<file path="src/verilog/amt_params.svh">
// constants of the alarm mask and sample trim register bank
// assumes inclusion by bare name from each design file but the flag bank
`ifndef AMT_PARAMS_SVH
`define AMT_PARAMS_SVH

// ----------------------------------------------------------------
// register indices (byte address is four times the index)
// ----------------------------------------------------------------
`define AMT_IDX_SUMMARY    10'h2C0
`define AMT_IDX_STATUS     10'h2C1
`define AMT_IDX_MASK       10'h2C2
`define AMT_IDX_LANES      10'h2C4
`define AMT_IDX_IRQ_STATUS 10'h2F0
`define AMT_IDX_IRQ_MASK   10'h2F1
`define AMT_IDX_TRIM_A     10'h310
`define AMT_IDX_TRIM_B     10'h313
`define AMT_IDX_TRIM_A_INA 10'h314
`define AMT_IDX_TRIM_B_INA 10'h315

// ----------------------------------------------------------------
// field positions and widths
// ----------------------------------------------------------------
`define AMT_ALARM_W        6
`define AMT_BIT_FIFO       5
`define AMT_TRIM_W         8
`define AMT_TRIM_N         4

// ----------------------------------------------------------------
// reset values
// ----------------------------------------------------------------
`define AMT_RST_MASK       6'h3F
`define AMT_RST_STATUS     6'h3F
`define AMT_RST_LANES      16'hFFFF
`define AMT_RST_TRIM       8'h00
`define AMT_RST_IRQ_MASK   6'h3F

`endif

</file>
<file path="src/verilog/amt_pkg.sv">
// types shared by the alarm mask and sample trim register bank
// assumes the params header sits in the include path
`include "amt_params.svh"

package amt_pkg;

	// ----------------------------------------------------------------
	// alarm sources, most significant field is bit 5
	// ----------------------------------------------------------------
	typedef struct packed {
		logic lane_fifo_fault_flag;
		logic lock_loss_flag;
		logic link_fault_flag;
		logic realign_event_flag;
		logic oscillator_phase_fault_flag;
		logic divider_mismatch_flag;
	} amt_alarm_ev_t;

	// ----------------------------------------------------------------
	// trim store: 0 a dual, 1 b dual, 2 a single input_a, 3 b single input_a
	// ----------------------------------------------------------------
	typedef logic [`AMT_TRIM_N-1:0][`AMT_TRIM_W-1:0] amt_trim_set_t;

	typedef enum logic [1:0] {
		AMT_MODE_DUAL,
		AMT_MODE_SINGLE_INA,
		AMT_MODE_SINGLE_INB
	} amt_mode_t;

endpackage

</file>
<file path="src/verilog/amt_flag_bank.sv">
// sticky flag bank: hardware sets, a clear vector clears, set wins
// assumes set and clear are synchronous to clk
`timescale 1ns/1ps

module amt_flag_bank #(
	parameter int          W     = 16,
	parameter logic [W-1:0] RESET = '1
) (
	// clock and reset
	input  wire logic         clk,
	input  wire logic         rst_n,
	// flag control
	input  wire logic [W-1:0] set,
	input  wire logic [W-1:0] clr,
	// flag state
	output logic      [W-1:0] flags
);

	if (W < 1) begin : g_bad_w
		$error("flag bank width must be at least one");
	end

	wire [W-1:0] next_flags = (flags & ~clr) | set;

	always_ff @(posedge clk or negedge rst_n) begin
		if (!rst_n) flags <= RESET;
		else        flags <= next_flags;
	end

endmodule

</file>
<file path="src/verilog/amt_trim_sel.sv">
// picks the sample-instant trim of each converter core by mode
// assumes mode is steady while the result is used
`timescale 1ns/1ps
`include "amt_params.svh"

module amt_trim_sel
	import amt_pkg::*;
(
	// selection inputs
	input  wire amt_mode_t              mode,
	input  wire amt_trim_set_t          trims,
	// selected trims
	output logic [`AMT_TRIM_W-1:0]      trim_a,
	output logic [`AMT_TRIM_W-1:0]      trim_b,
	output logic                        served
);

	wire is_dual = (mode == AMT_MODE_DUAL);
	wire is_ina  = (mode == AMT_MODE_SINGLE_INA);

	// input_b trims live outside this bank, so that mode is not served
	assign trim_a = is_dual ? trims[0] : (is_ina ? trims[2] : '0);
	assign trim_b = is_dual ? trims[1] : (is_ina ? trims[3] : '0);
	assign served = is_dual | is_ina;

endmodule

</file>
<file path="src/verilog/amt_regs.sv">
// alarm mask, per-lane fifo alarm and sample trim registers on apb
// assumes apb3/apb4 master on clk, events and mode synchronous to clk
//
// Notes on behaviour
// - set mask bit hides its alarm from summary
// - mask resets to all six set, reserved zero
// - lane fifo fault sets its lane flag
// - write one clears lane flag; persisting fault resets
// - clearing status fifo bit clears all lanes
// - lane flags reset to all sixteen set
// - trims load factory value, readable and writable
// - held trim sets its core sampling instant
// - trim chosen by core and operating mode
// - summary alarm is any unmasked status bit
`timescale 1ns/1ps
`include "amt_params.svh"

module amt_regs
	import amt_pkg::*;
#(
	parameter int LANES  = 16,
	parameter int ADDR_W = 12
) (
	// clock and reset
	input  wire logic                   clk,
	input  wire logic                   rst_n,
	// apb slave
	input  wire logic                   psel,
	input  wire logic                   penable,
	input  wire logic                   pwrite,
	input  wire logic [ADDR_W-1:0]      paddr,
	input  wire logic [31:0]            pwdata,
	input  wire logic [3:0]             pstrb,
	output logic      [31:0]            prdata,
	output logic                        pready,
	output logic                        pslverr,
	// alarm sources
	input  wire amt_alarm_ev_t          alarm_events,
	input  wire logic [LANES-1:0]       lane_events,
	// factory trim store and mode
	input  wire amt_trim_set_t          fuse_trim,
	input  wire amt_mode_t              mode,
	// results
	output logic                        alarm_out,
	output logic                        irq,
	output logic [`AMT_TRIM_W-1:0]      core_a_trim,
	output logic [`AMT_TRIM_W-1:0]      core_b_trim,
	output logic                        trim_served
);

	if (LANES < 1 || LANES > 16) begin : g_bad_lanes
		$error("lane count must be 1 to 16");
	end
	if (ADDR_W < 12 || ADDR_W > 32) begin : g_bad_addr_w
		$error("address width must be 12 to 32");
	end

	// ----------------------------------------------------------------
	// apb decode
	// ----------------------------------------------------------------
	wire [9:0]  idx     = paddr[11:2];
	wire        aligned = (paddr[1:0] == 2'h0) && (paddr >> 12 == '0);
	wire        setup   = psel & ~penable;
	wire        access  = psel & penable & pready;
	wire        wr      = access & pwrite;
	wire        rd      = access & ~pwrite;
	wire [15:0] wm      = {{8{pstrb[1]}}, {8{pstrb[0]}}};
	wire [15:0] wv      = pwdata[15:0] & wm;

	wire hit_sum    = aligned && (idx == `AMT_IDX_SUMMARY);
	wire hit_status = aligned && (idx == `AMT_IDX_STATUS);
	wire hit_mask   = aligned && (idx == `AMT_IDX_MASK);
	wire hit_lanes  = aligned && (idx == `AMT_IDX_LANES);
	wire hit_istat  = aligned && (idx == `AMT_IDX_IRQ_STATUS);
	wire hit_imask  = aligned && (idx == `AMT_IDX_IRQ_MASK);
	wire [3:0] hit_trim = {aligned && (idx == `AMT_IDX_TRIM_B_INA),
	                       aligned && (idx == `AMT_IDX_TRIM_A_INA),
	                       aligned && (idx == `AMT_IDX_TRIM_B),
	                       aligned && (idx == `AMT_IDX_TRIM_A)};
	wire hit_any = hit_sum | hit_status | hit_mask | hit_lanes | hit_istat
	             | hit_imask | (|hit_trim);

	// ----------------------------------------------------------------
	// alarm mask
	// ----------------------------------------------------------------
	logic [`AMT_ALARM_W-1:0] mask;
	wire  [`AMT_ALARM_W-1:0] next_mask = (wr && hit_mask) ?
	        ((mask & ~wm[5:0]) | wv[5:0]) : mask;

	always_ff @(posedge clk or negedge rst_n) begin
		if (!rst_n) mask <= `AMT_RST_MASK;
		else        mask <= next_mask;
	end

	// ----------------------------------------------------------------
	// alarm status and per-lane fifo flags
	// ----------------------------------------------------------------
	logic [`AMT_ALARM_W-1:0] status;
	logic [LANES-1:0]        lanes;
	wire  [`AMT_ALARM_W-1:0] status_set = alarm_events | {|lane_events, 5'h00};
	wire  [`AMT_ALARM_W-1:0] status_clr = (wr && hit_status) ? wv[5:0] : '0;
	wire                     lanes_all  = status_clr[`AMT_BIT_FIFO];
	// written ones or a status fifo clear clear, written zeros leave the flag alone
	wire  [LANES-1:0] lanes_clr = ((wr && hit_lanes) ? wv[LANES-1:0] : '0)
	                            | {LANES{lanes_all}};

	amt_flag_bank #(
		.W     (`AMT_ALARM_W),
		.RESET (`AMT_RST_STATUS)
	) u_status (
		.clk   (clk),
		.rst_n (rst_n),
		.set   (status_set),
		.clr   (status_clr),
		.flags (status)
	);

	// set wins, so a persisting fault is flagged again at once
	amt_flag_bank #(
		.W     (LANES),
		.RESET (LANES'(`AMT_RST_LANES))
	) u_lanes (
		.clk   (clk),
		.rst_n (rst_n),
		.set   (lane_events),
		.clr   (lanes_clr),
		.flags (lanes)
	);

	// ----------------------------------------------------------------
	// interrupt status (read clears) and mask
	// ----------------------------------------------------------------
	logic [`AMT_ALARM_W-1:0] istat;
	logic [`AMT_ALARM_W-1:0] imask;
	wire  [`AMT_ALARM_W-1:0] istat_set = status_set & ~status;
	wire  [`AMT_ALARM_W-1:0] istat_clr = (rd && hit_istat) ? prdata[5:0] : '0;
	wire  [`AMT_ALARM_W-1:0] next_imask = (wr && hit_imask) ?
	        ((imask & ~wm[5:0]) | wv[5:0]) : imask;

	amt_flag_bank #(
		.W     (`AMT_ALARM_W),
		.RESET ('0)
	) u_istat (
		.clk   (clk),
		.rst_n (rst_n),
		.set   (istat_set),
		.clr   (istat_clr),
		.flags (istat)
	);

	always_ff @(posedge clk or negedge rst_n) begin
		if (!rst_n) imask <= `AMT_RST_IRQ_MASK;
		else        imask <= next_imask;
	end

	// ----------------------------------------------------------------
	// sample trims, loaded once from the factory store after reset
	// ----------------------------------------------------------------
	amt_trim_set_t trim;
	logic          loaded;
	logic [`AMT_TRIM_W-1:0] sel_a;
	logic [`AMT_TRIM_W-1:0] sel_b;
	logic                   sel_ok;

	always_ff @(posedge clk or negedge rst_n) begin
		if (!rst_n) loaded <= 1'b0;
		else        loaded <= 1'b1;
	end

	// one register for the whole store keeps each bit on a single driver
	wire amt_trim_set_t next_trims;

	for (genvar k = 0; k < `AMT_TRIM_N; k++) begin : g_trim
		assign next_trims[k] = !loaded ? fuse_trim[k] :
		        ((wr && hit_trim[k] && pstrb[0]) ? pwdata[7:0] : trim[k]);
	end

	always_ff @(posedge clk or negedge rst_n) begin
		if (!rst_n) trim <= {`AMT_TRIM_N{`AMT_RST_TRIM}};
		else        trim <= next_trims;
	end

	amt_trim_sel u_sel (
		.mode   (mode),
		.trims  (trim),
		.trim_a (sel_a),
		.trim_b (sel_b),
		.served (sel_ok)
	);

	// ----------------------------------------------------------------
	// read mux
	// ----------------------------------------------------------------
	logic [31:0] rmux;
	always_comb begin
		rmux = 32'h0000_0000;
		if (hit_sum)          rmux = {31'h0, alarm_out};
		else if (hit_status)  rmux = {26'h0, status};
		else if (hit_mask)    rmux = {26'h0, mask};
		else if (hit_lanes)   rmux = {{(32-LANES){1'b0}}, lanes};
		else if (hit_istat)   rmux = {26'h0, istat};
		else if (hit_imask)   rmux = {26'h0, imask};
		else if (hit_trim[0]) rmux = {24'h0, trim[0]};
		else if (hit_trim[1]) rmux = {24'h0, trim[1]};
		else if (hit_trim[2]) rmux = {24'h0, trim[2]};
		else if (hit_trim[3]) rmux = {24'h0, trim[3]};
	end

	// ----------------------------------------------------------------
	// registered outputs
	// ----------------------------------------------------------------
	wire next_alarm = |(status & ~mask);
	wire next_irq   = |(istat & ~imask);

	always_ff @(posedge clk or negedge rst_n) begin
		if (!rst_n) begin
			prdata  <= 32'h0000_0000;
			pready  <= 1'b0;
			pslverr <= 1'b0;
		end else begin
			pready  <= setup;
			pslverr <= setup & ~hit_any;
			if (setup) prdata <= rmux;
		end
	end

	always_ff @(posedge clk or negedge rst_n) begin
		if (!rst_n) begin
			alarm_out   <= 1'b0;
			irq         <= 1'b0;
			core_a_trim <= `AMT_RST_TRIM;
			core_b_trim <= `AMT_RST_TRIM;
			trim_served <= 1'b0;
		end else begin
			alarm_out   <= next_alarm;
			irq         <= next_irq;
			core_a_trim <= sel_a;
			core_b_trim <= sel_b;
			trim_served <= sel_ok;
		end
	end

	logic seen;
	always_ff @(posedge clk or negedge rst_n) begin
		if (!rst_n) seen <= 1'b0;
		else        seen <= 1'b1;
	end
endmodule

</file>
<file path="config.mk">
export PLATFORM = sky130hd
export DESIGN_NAME = amt_regs
export DESIGN_NICKNAME = d
export VERILOG_FILES = /design/src/verilog/amt_pkg.sv /design/src/verilog/amt_flag_bank.sv /design/src/verilog/amt_trim_sel.sv /design/src/verilog/amt_regs.sv
export VERILOG_INCLUDE_DIRS = /design/src /design/src/verilog
export SDC_FILE = /design/constraint.sdc
export NUM_CORES = 1
export LEC_CHECK = 0
export ABC_AREA = 1
export BUFFER_PORTS_ARGS = -buffer_cell sky130_fd_sc_hd__buf_4
export CORE_MARGIN = 4
export CORE_UTILIZATION = 45
export DETAILED_ROUTE_END_ITERATION = 12
export GPL_ROUTABILITY_DRIVEN = 0
export PLACE_DENSITY = 0.75
export SYNTH_ARGS = -nofsm -noshare
export SYNTH_HDL_FRONTEND = slang
export SYNTH_SLANG_ARGS = --single-unit
export TNS_END_PERCENT = 5
</file>
<file path="constraint.sdc">
create_clock -name clk -period 4.1 [get_ports clk]
set_input_delay 0.41 -clock clk [delete_from_list [all_inputs] [get_ports clk]]
set_output_delay 0.41 -clock clk [all_outputs]
set_load 0.005 [all_outputs]
</file>
==> results.json, run 1 <==
{
  "outcome": "finished clean",
  "synthToLayoutAreaGrowth_pct": 21.8,
  "synth-main-ff-cell": "dfrtp_1",
  "min_path_type": "in -> async",
  "final_max_slew_viol_count": 0,
  "synth_common_cells": "178 x nand2_1, 134 x inv_1, 76 x dfrtp_1, 69 x o21ai_0, 37 x nand3_1",
  "grt.busiest_layer": "met2",
  "drive_gt1_frac": 0.246,
  "tritoncts": "done",
  "tightest_slew_ns": 0.999,
  "grt_overflow": 0,
  "ys_types": 40,
  "synth-async-reset-ratio": 1.00,
  "comb_power_share": 0.123,
  "grt_use_met2": 0.344,
  "setup_slack_ns": 1.86,
  "critPathLaunchType": "flip-flop",
  "yosys.area.top_type": "dfrtp_1",
  "htreeDepth": 3,
  "p_leak_nw": 3.75,
  "syn_area_per_cell_um2": 7.96,
  "rows": 41,
  "num_vias": 5305,
  "numPortBuffers": 127,
  "clock_latency_ns": 0.35,
  "finalNetCount": 967,
  "place_area_mm2": 0.00688,
  "cp-end-kind": "flip-flop",
  "die_y_um": 122,
  "dieArea_mm2": 0.0150,
  "vdd_drop_max_v": 0.000171,
  "p_sw_frac": 0.245,
  "syn_area_mm2": 0.00589,
  "drtIter0Drc": 422,
  "synth.most_common_cell": "nand2_1",
  "via_per_inst": 5.13,
  "fmax_ghz": 0.447,
  "n_antenna_cell": 0,
  "dr.pass1.iters": 5,
  "detailedPlace.worstSlack_ns": 1.79,
  "antenna_left": 0,
  "totalWireLength_mm": 15.9,
  "hold_viol_final": 0,
  "ios": 162,
  "maxCapViolCount": 0,
  "ys_top_cells_by_area": "dfrtp_1 32%, dfstp_2 15%, nand2_1 11%",
  "r2r_slack_ns": 1.86,
  "routedWlPerCell_um": 15.4,
  "core_mm2": 0.0127,
  "dp_hpwl_mm": 12.3,
  "cts_setup_buffers": 0,
  "crit_fanout": 11,
  "finClkSkew_ns": 0.00911,
  "crit_start": "pready",
  "finalInstanceArea_mm2": 0.00717,
  "rr_endpoint": "trim[4]",
  "cts_hold_buf": 0,
  "clkPwrFrac": 0.375,
  "initial_core_util": 0.463,
  "worstReg2RegStart": "pready",
  "clock_path_buffers": 2,
  "synth.ff_latch_count": 110,
  "synth.yosys.seq_area_share": 0.475,
  "post-route-period-util": 0.546,
  "clock_sinks": 110,
  "cts_root_buf": "clkbuf_16",
  "grt_first_pass_wirelength_mm": 25.5,
  "grt_max_degree": 55,
  "setup.worst_path.end": "trim[4]",
  "clkTransAtPathRegs_ns": 0.07,
  "grt.total_usage": 0.218,
  "cts-buffers-inserted": 9,
  "relSlewSlack": 0.334,
  "p_sw_mw": 0.569,
  "met3_usage": 0.0355,
  "intPower_mw": 1.75,
  "whs_ns": 0.111,
  "rsz0062_at_grt": "no",
  "antenna_found_initial": 0,
  "criticalPathCategory": "reg -> reg",
  "drc": 0,
  "r2r_cells": 9,
  "use_met1": 0.306,
  "setup_violations": 0,
  "tns_ns": 0,
  "yosys_warnings": 0,
  "synth_top_area_frac": 0.323,
  "synthCells": 740,
  "grt_pass1_vias": 5117,
  "cts_resized": 0,
  "p_per_area_mw_per_mm2": 324,
  "fp.dieW_um": 122,
  "synth_enable_flop_cells": 0,
  "power_frac_seq": 0.502,
  "arrival_ns": 2.42,
  "worst_ep_required_time_ns": 4.28,
  "layout_min_cycle_time_ns": 2.24
}
[cell type report]
| class | instances | area [µm²] |
|---|---|---|
| Clock buffer | 15 | 258 |
| Clock inverter | 1 | 30.0 |
| Fill cell | 1258 | 5550 |
| Inverter | 139 | 524 |
| Multi-Input combinational cell | 468 | 2370 |
| Sequential cell | 110 | 2800 |
| Tap cell | 172 | 215 |
| Timing Repair Buffer | 130 | 976 |
[worst min-delay path by stage]
stage | start | end | slack (ns) | cells past startpoint
2_1_floorplan | rst_n | alarm_out | 0.11 | 0
3_3_place_gp | u_status.flags[5] | u_status.flags[5] | 0.46 | 2
3_5_place_dp | u_status.flags[5] | u_status.flags[5] | 0.46 | 2
4_1_cts | rst_n | trim[14] | 0.13 | 1
5_1_grt | rst_n | trim[14] | 0.16 | 1
6_report | rst_n | trim[14] | 0.11 | 1
[cells by family (layout without fill, tap and decap cells)]
kind of cell / after synthesis / count (layout) / synth area share
simple gates: 302 / 302 / 0.242
buf+inv: 177 / 285 / 0.132
compound gates: 149 / 149 / 0.150
flops: 110 / 110 / 0.475
other cells: 2 / 17 / 0.00128
[critical path: stages, from the launching register on]
cell      delay [ns]
dfrtp_1         0.37
nand4_1         0.28
inv_1           0.38
nand2_1         0.21
nor2_1          0.14
inv_1           0.13
nand2_1         0.18
inv_1           0.18
nand2_1         0.09
o221ai_1        0.10
[power by group through the flow]
stage | sequential (mW) | clock, mW | combinational [mW]
finish | 1.16 | 0.871 | 0.286
global route | 1.17 | 0.927 | 0.319
CTS | 1.16 | 0.884 | 0.286
detailed placement | 1.18 | 0 | 0.285
global placement | 1.18 | 0 | 0.282
floorplan | 1.18 | 0 | 0.139
[placed cells by master, fill, tap and decap left out, types with 2 or more instances in the layout]
cell and n:
clkbuf_1 5, inv_1 134, o21ai_0 69, dfrtp_1 76, nand2_2 9, a21oi_1 10, o221ai_1 9, a31o_1 10
nand3_1 37, dfstp_2 34, nand2_4 2, o21ai_1 19, o211ai_1 6, nor2_4 5, conb_1 17, nor3_1 6
nor2_2 6, clkbuf_16 9, nor4_1 5, nor3_4 2, buf_4 130, a311oi_1 2, nand4_1 18, inv_2 4
nand3_4 2, nand2_1 178, nor2_1 27, o22ai_1 20
[layer usage]
layer  vias to the layer above  wire, µm
li1                       2595         -
met1                      2506      7070
met2                       184      7530
met3                        20      1060
met4                         0       286
met5                         -         0
[through the flow]
step / instances / util / power, mW
finish: 1035 / 0.564 / 2.32
floorplan: 755 / - / 1.31
global route: 1035 / 0.564 / 2.42
CTS: 1035 / 0.564 / 2.33
detailed placement: 1019 / 0.541 / 1.47
global placement: 1019 / 0.541 / 1.46
No activity file was read; power rests on OpenSTA's default activity.
==> run 2: changes to the inputs <==
==> constraint.sdc (replaced) <==
create_clock -name clk -period 2.35 [get_ports clk]
set_input_delay 0.235 -clock clk [delete_from_list [all_inputs] [get_ports clk]]
set_output_delay 0.235 -clock clk [all_outputs]
set_load 0.005 [all_outputs]
==> results.json, run 2 (synthesis gave the netlist of run 1 again) <==
{
  "outcome": "finished clean",
  "intPower_mw": 3.10,
  "critPathLaunchType": "flip-flop",
  "synthToLayoutAreaGrowth_pct": 23.2,
  "detailedPlace.worstSlack_ns": 0.392,
  "final_cells": 1040,
  "arrival_ns": 2.06,
  "relSlewSlack": 0.563,
  "die_y_um": 122,
  "p_sw_frac": 0.253,
  "fillers": 1220,
  "dp.cells": 1023,
  "finClkSkew_ns": 0.00801,
  "drive_gt1_frac": 0.255,
  "final_cell_mix": "178 x nand2_1, 134 x inv_1, 133 x buf_4",
  "comb_power_share": 0.123,
  "final_max_slew_viol_count": 0,
  "totalWireLength_mm": 16.0,
  "rsz0062_at_grt": "no",
  "clkTransAtPathRegs_ns": 0.08,
  "via_per_inst": 5.18,
  "tritoncts": "done",
  "p_leak_nw": 3.80,
  "maxCapViolCount": 0,
  "hold_viol_final": 0,
  "drc": 0,
  "antenna_found_initial": 0,
  "dp_hpwl_mm": 12.2,
  "initial_core_util": 0.463,
  "antenna_left": 0,
  "cpMaxStageDelayCell": "dfrtp_1",
  "power_frac_seq": 0.488,
  "core_mm2": 0.0127,
  "num_vias": 5384,
  "grt_max_degree": 45,
  "rows": 41,
  "clkPwrFrac": 0.389,
  "routedWlPerCell_um": 15.3,
  "vdd_drop_max_v": 0.000302,
  "post-route-period-util": 0.789,
  "clock_path_buffers": 2,
  "final_common_cell": "nand2_1",
  "numPortBuffers": 127,
  "fmax_ghz": 0.539,
  "drtIter0Drc": 383,
  "p_per_area_mw_per_mm2": 572,
  "criticalPathCategory": "reg -> reg",
  "tns_ns": 0,
  "total_power_mw": 4.15,
  "worst_ep_required_time_ns": 2.56,
  "htreeDepth": 3,
  "n_antenna_cell": 0,
  "fp.dieW_um": 122,
  "tightest_slew_ns": 0.654,
  "dieArea_mm2": 0.0150,
  "setup_slack_ns": 0.495,
  "p_sw_mw": 1.05,
  "ios": 162,
  "cpPeakStageDelay_ns": 0.37,
  "cp-end-kind": "flip-flop",
  "min_path_type": "in -> reg",
  "grt_overflow": 0,
  "finalNetCount": 972,
  "layout_min_cycle_time_ns": 1.85,
  "clock_latency_ns": 0.35,
  "dr.pass1.iters": 6,
  "grt_pass1_vias": 5417,
  "grt.total_usage": 0.223,
  "clock_sinks": 110,
  "cts-buffers-inserted": 9,
  "cts_root_buf": "clkbuf_16",
  "grt_first_pass_wirelength_mm": 26.4,
  "setup_violations": 0,
  "path_cells": "nand4_1 -> inv_1 -> nand2_1 -> nor2_1 -> inv_1 -> nand2_1 -> inv_1 -> nand2_1 -> o221ai_1",
  "crit_fanout": 7,
  "utilization": 0.570
}
[run 2: power groups by stage]
stage / Combinational (mW) / Sequential (mW) / Clock [mW]
after floorplan: 0.242 / 2.05 / 0
after global placement: 0.504 / 2.05 / 0
after detailed placement: 0.508 / 2.06 / 0
after CTS: 0.513 / 2.02 / 1.63
after global routing: 0.574 / 2.03 / 1.71
final: 0.510 / 2.02 / 1.61
[run 2: timing repair]
action / in CTS / in global routing
hold buffers: 1 / 0
resized for setup: 0 / 0
hold endpoints to repair: 34 / 0
buffers inserted: 0 / 0
[run 2: path summary, 6_finish.rpt]
check	from	endpoint	cells past startpoint	slack, ns
min	mode[1]	trim_served	2	0.04
min reg2reg	flip-flop	flip-flop	2	0.48
max	pready	trim[3]	9	0.50
max in group asynchronous	rst_n	asynchronous set/reset pin	3	1.26
min in group asynchronous	rst_n	loaded	2	0.39
max reg2reg	pready	trim[3]	9	0.50
[run 2: metal layers]
layer  track usage  wire length [µm]  up-vias
met4        0.0665               252        0
met2         0.357              7610      198
met3        0.0461              1250       21
met5             0                 0        -
li1              -                 -     2612
met1         0.308              6850     2553
[run 2: metrics by stage]
step	hold WS, ns	instance area [µm²]
final	0.0448	7250
after detailed placement	0.231	6930
after floorplan	-0.0606	5940
after global routing	0.0478	7250
after global placement	0.230	6930
after CTS	0.0373	7250
[run 2: critical path: cells and delay by family (launching register included)]
kind            cells  cell delay [ns]
simple gates        5             0.80
buf+inv             3             0.43
flops               1             0.37
compound gates      1             0.11
[run 2: layout make-up]
type | count | area (µm²) | area share
clock inverters | 6 | 63.8 | 0.00880
multi-input cells | 468 | 2370 | 0.327
well taps | 172 | 215 | 0.0297
repair buffers | 135 | 1030 | 0.142
flip-flops and latches | 110 | 2800 | 0.386
inverters | 139 | 524 | 0.0723
clock buffers | 10 | 250 | 0.0345
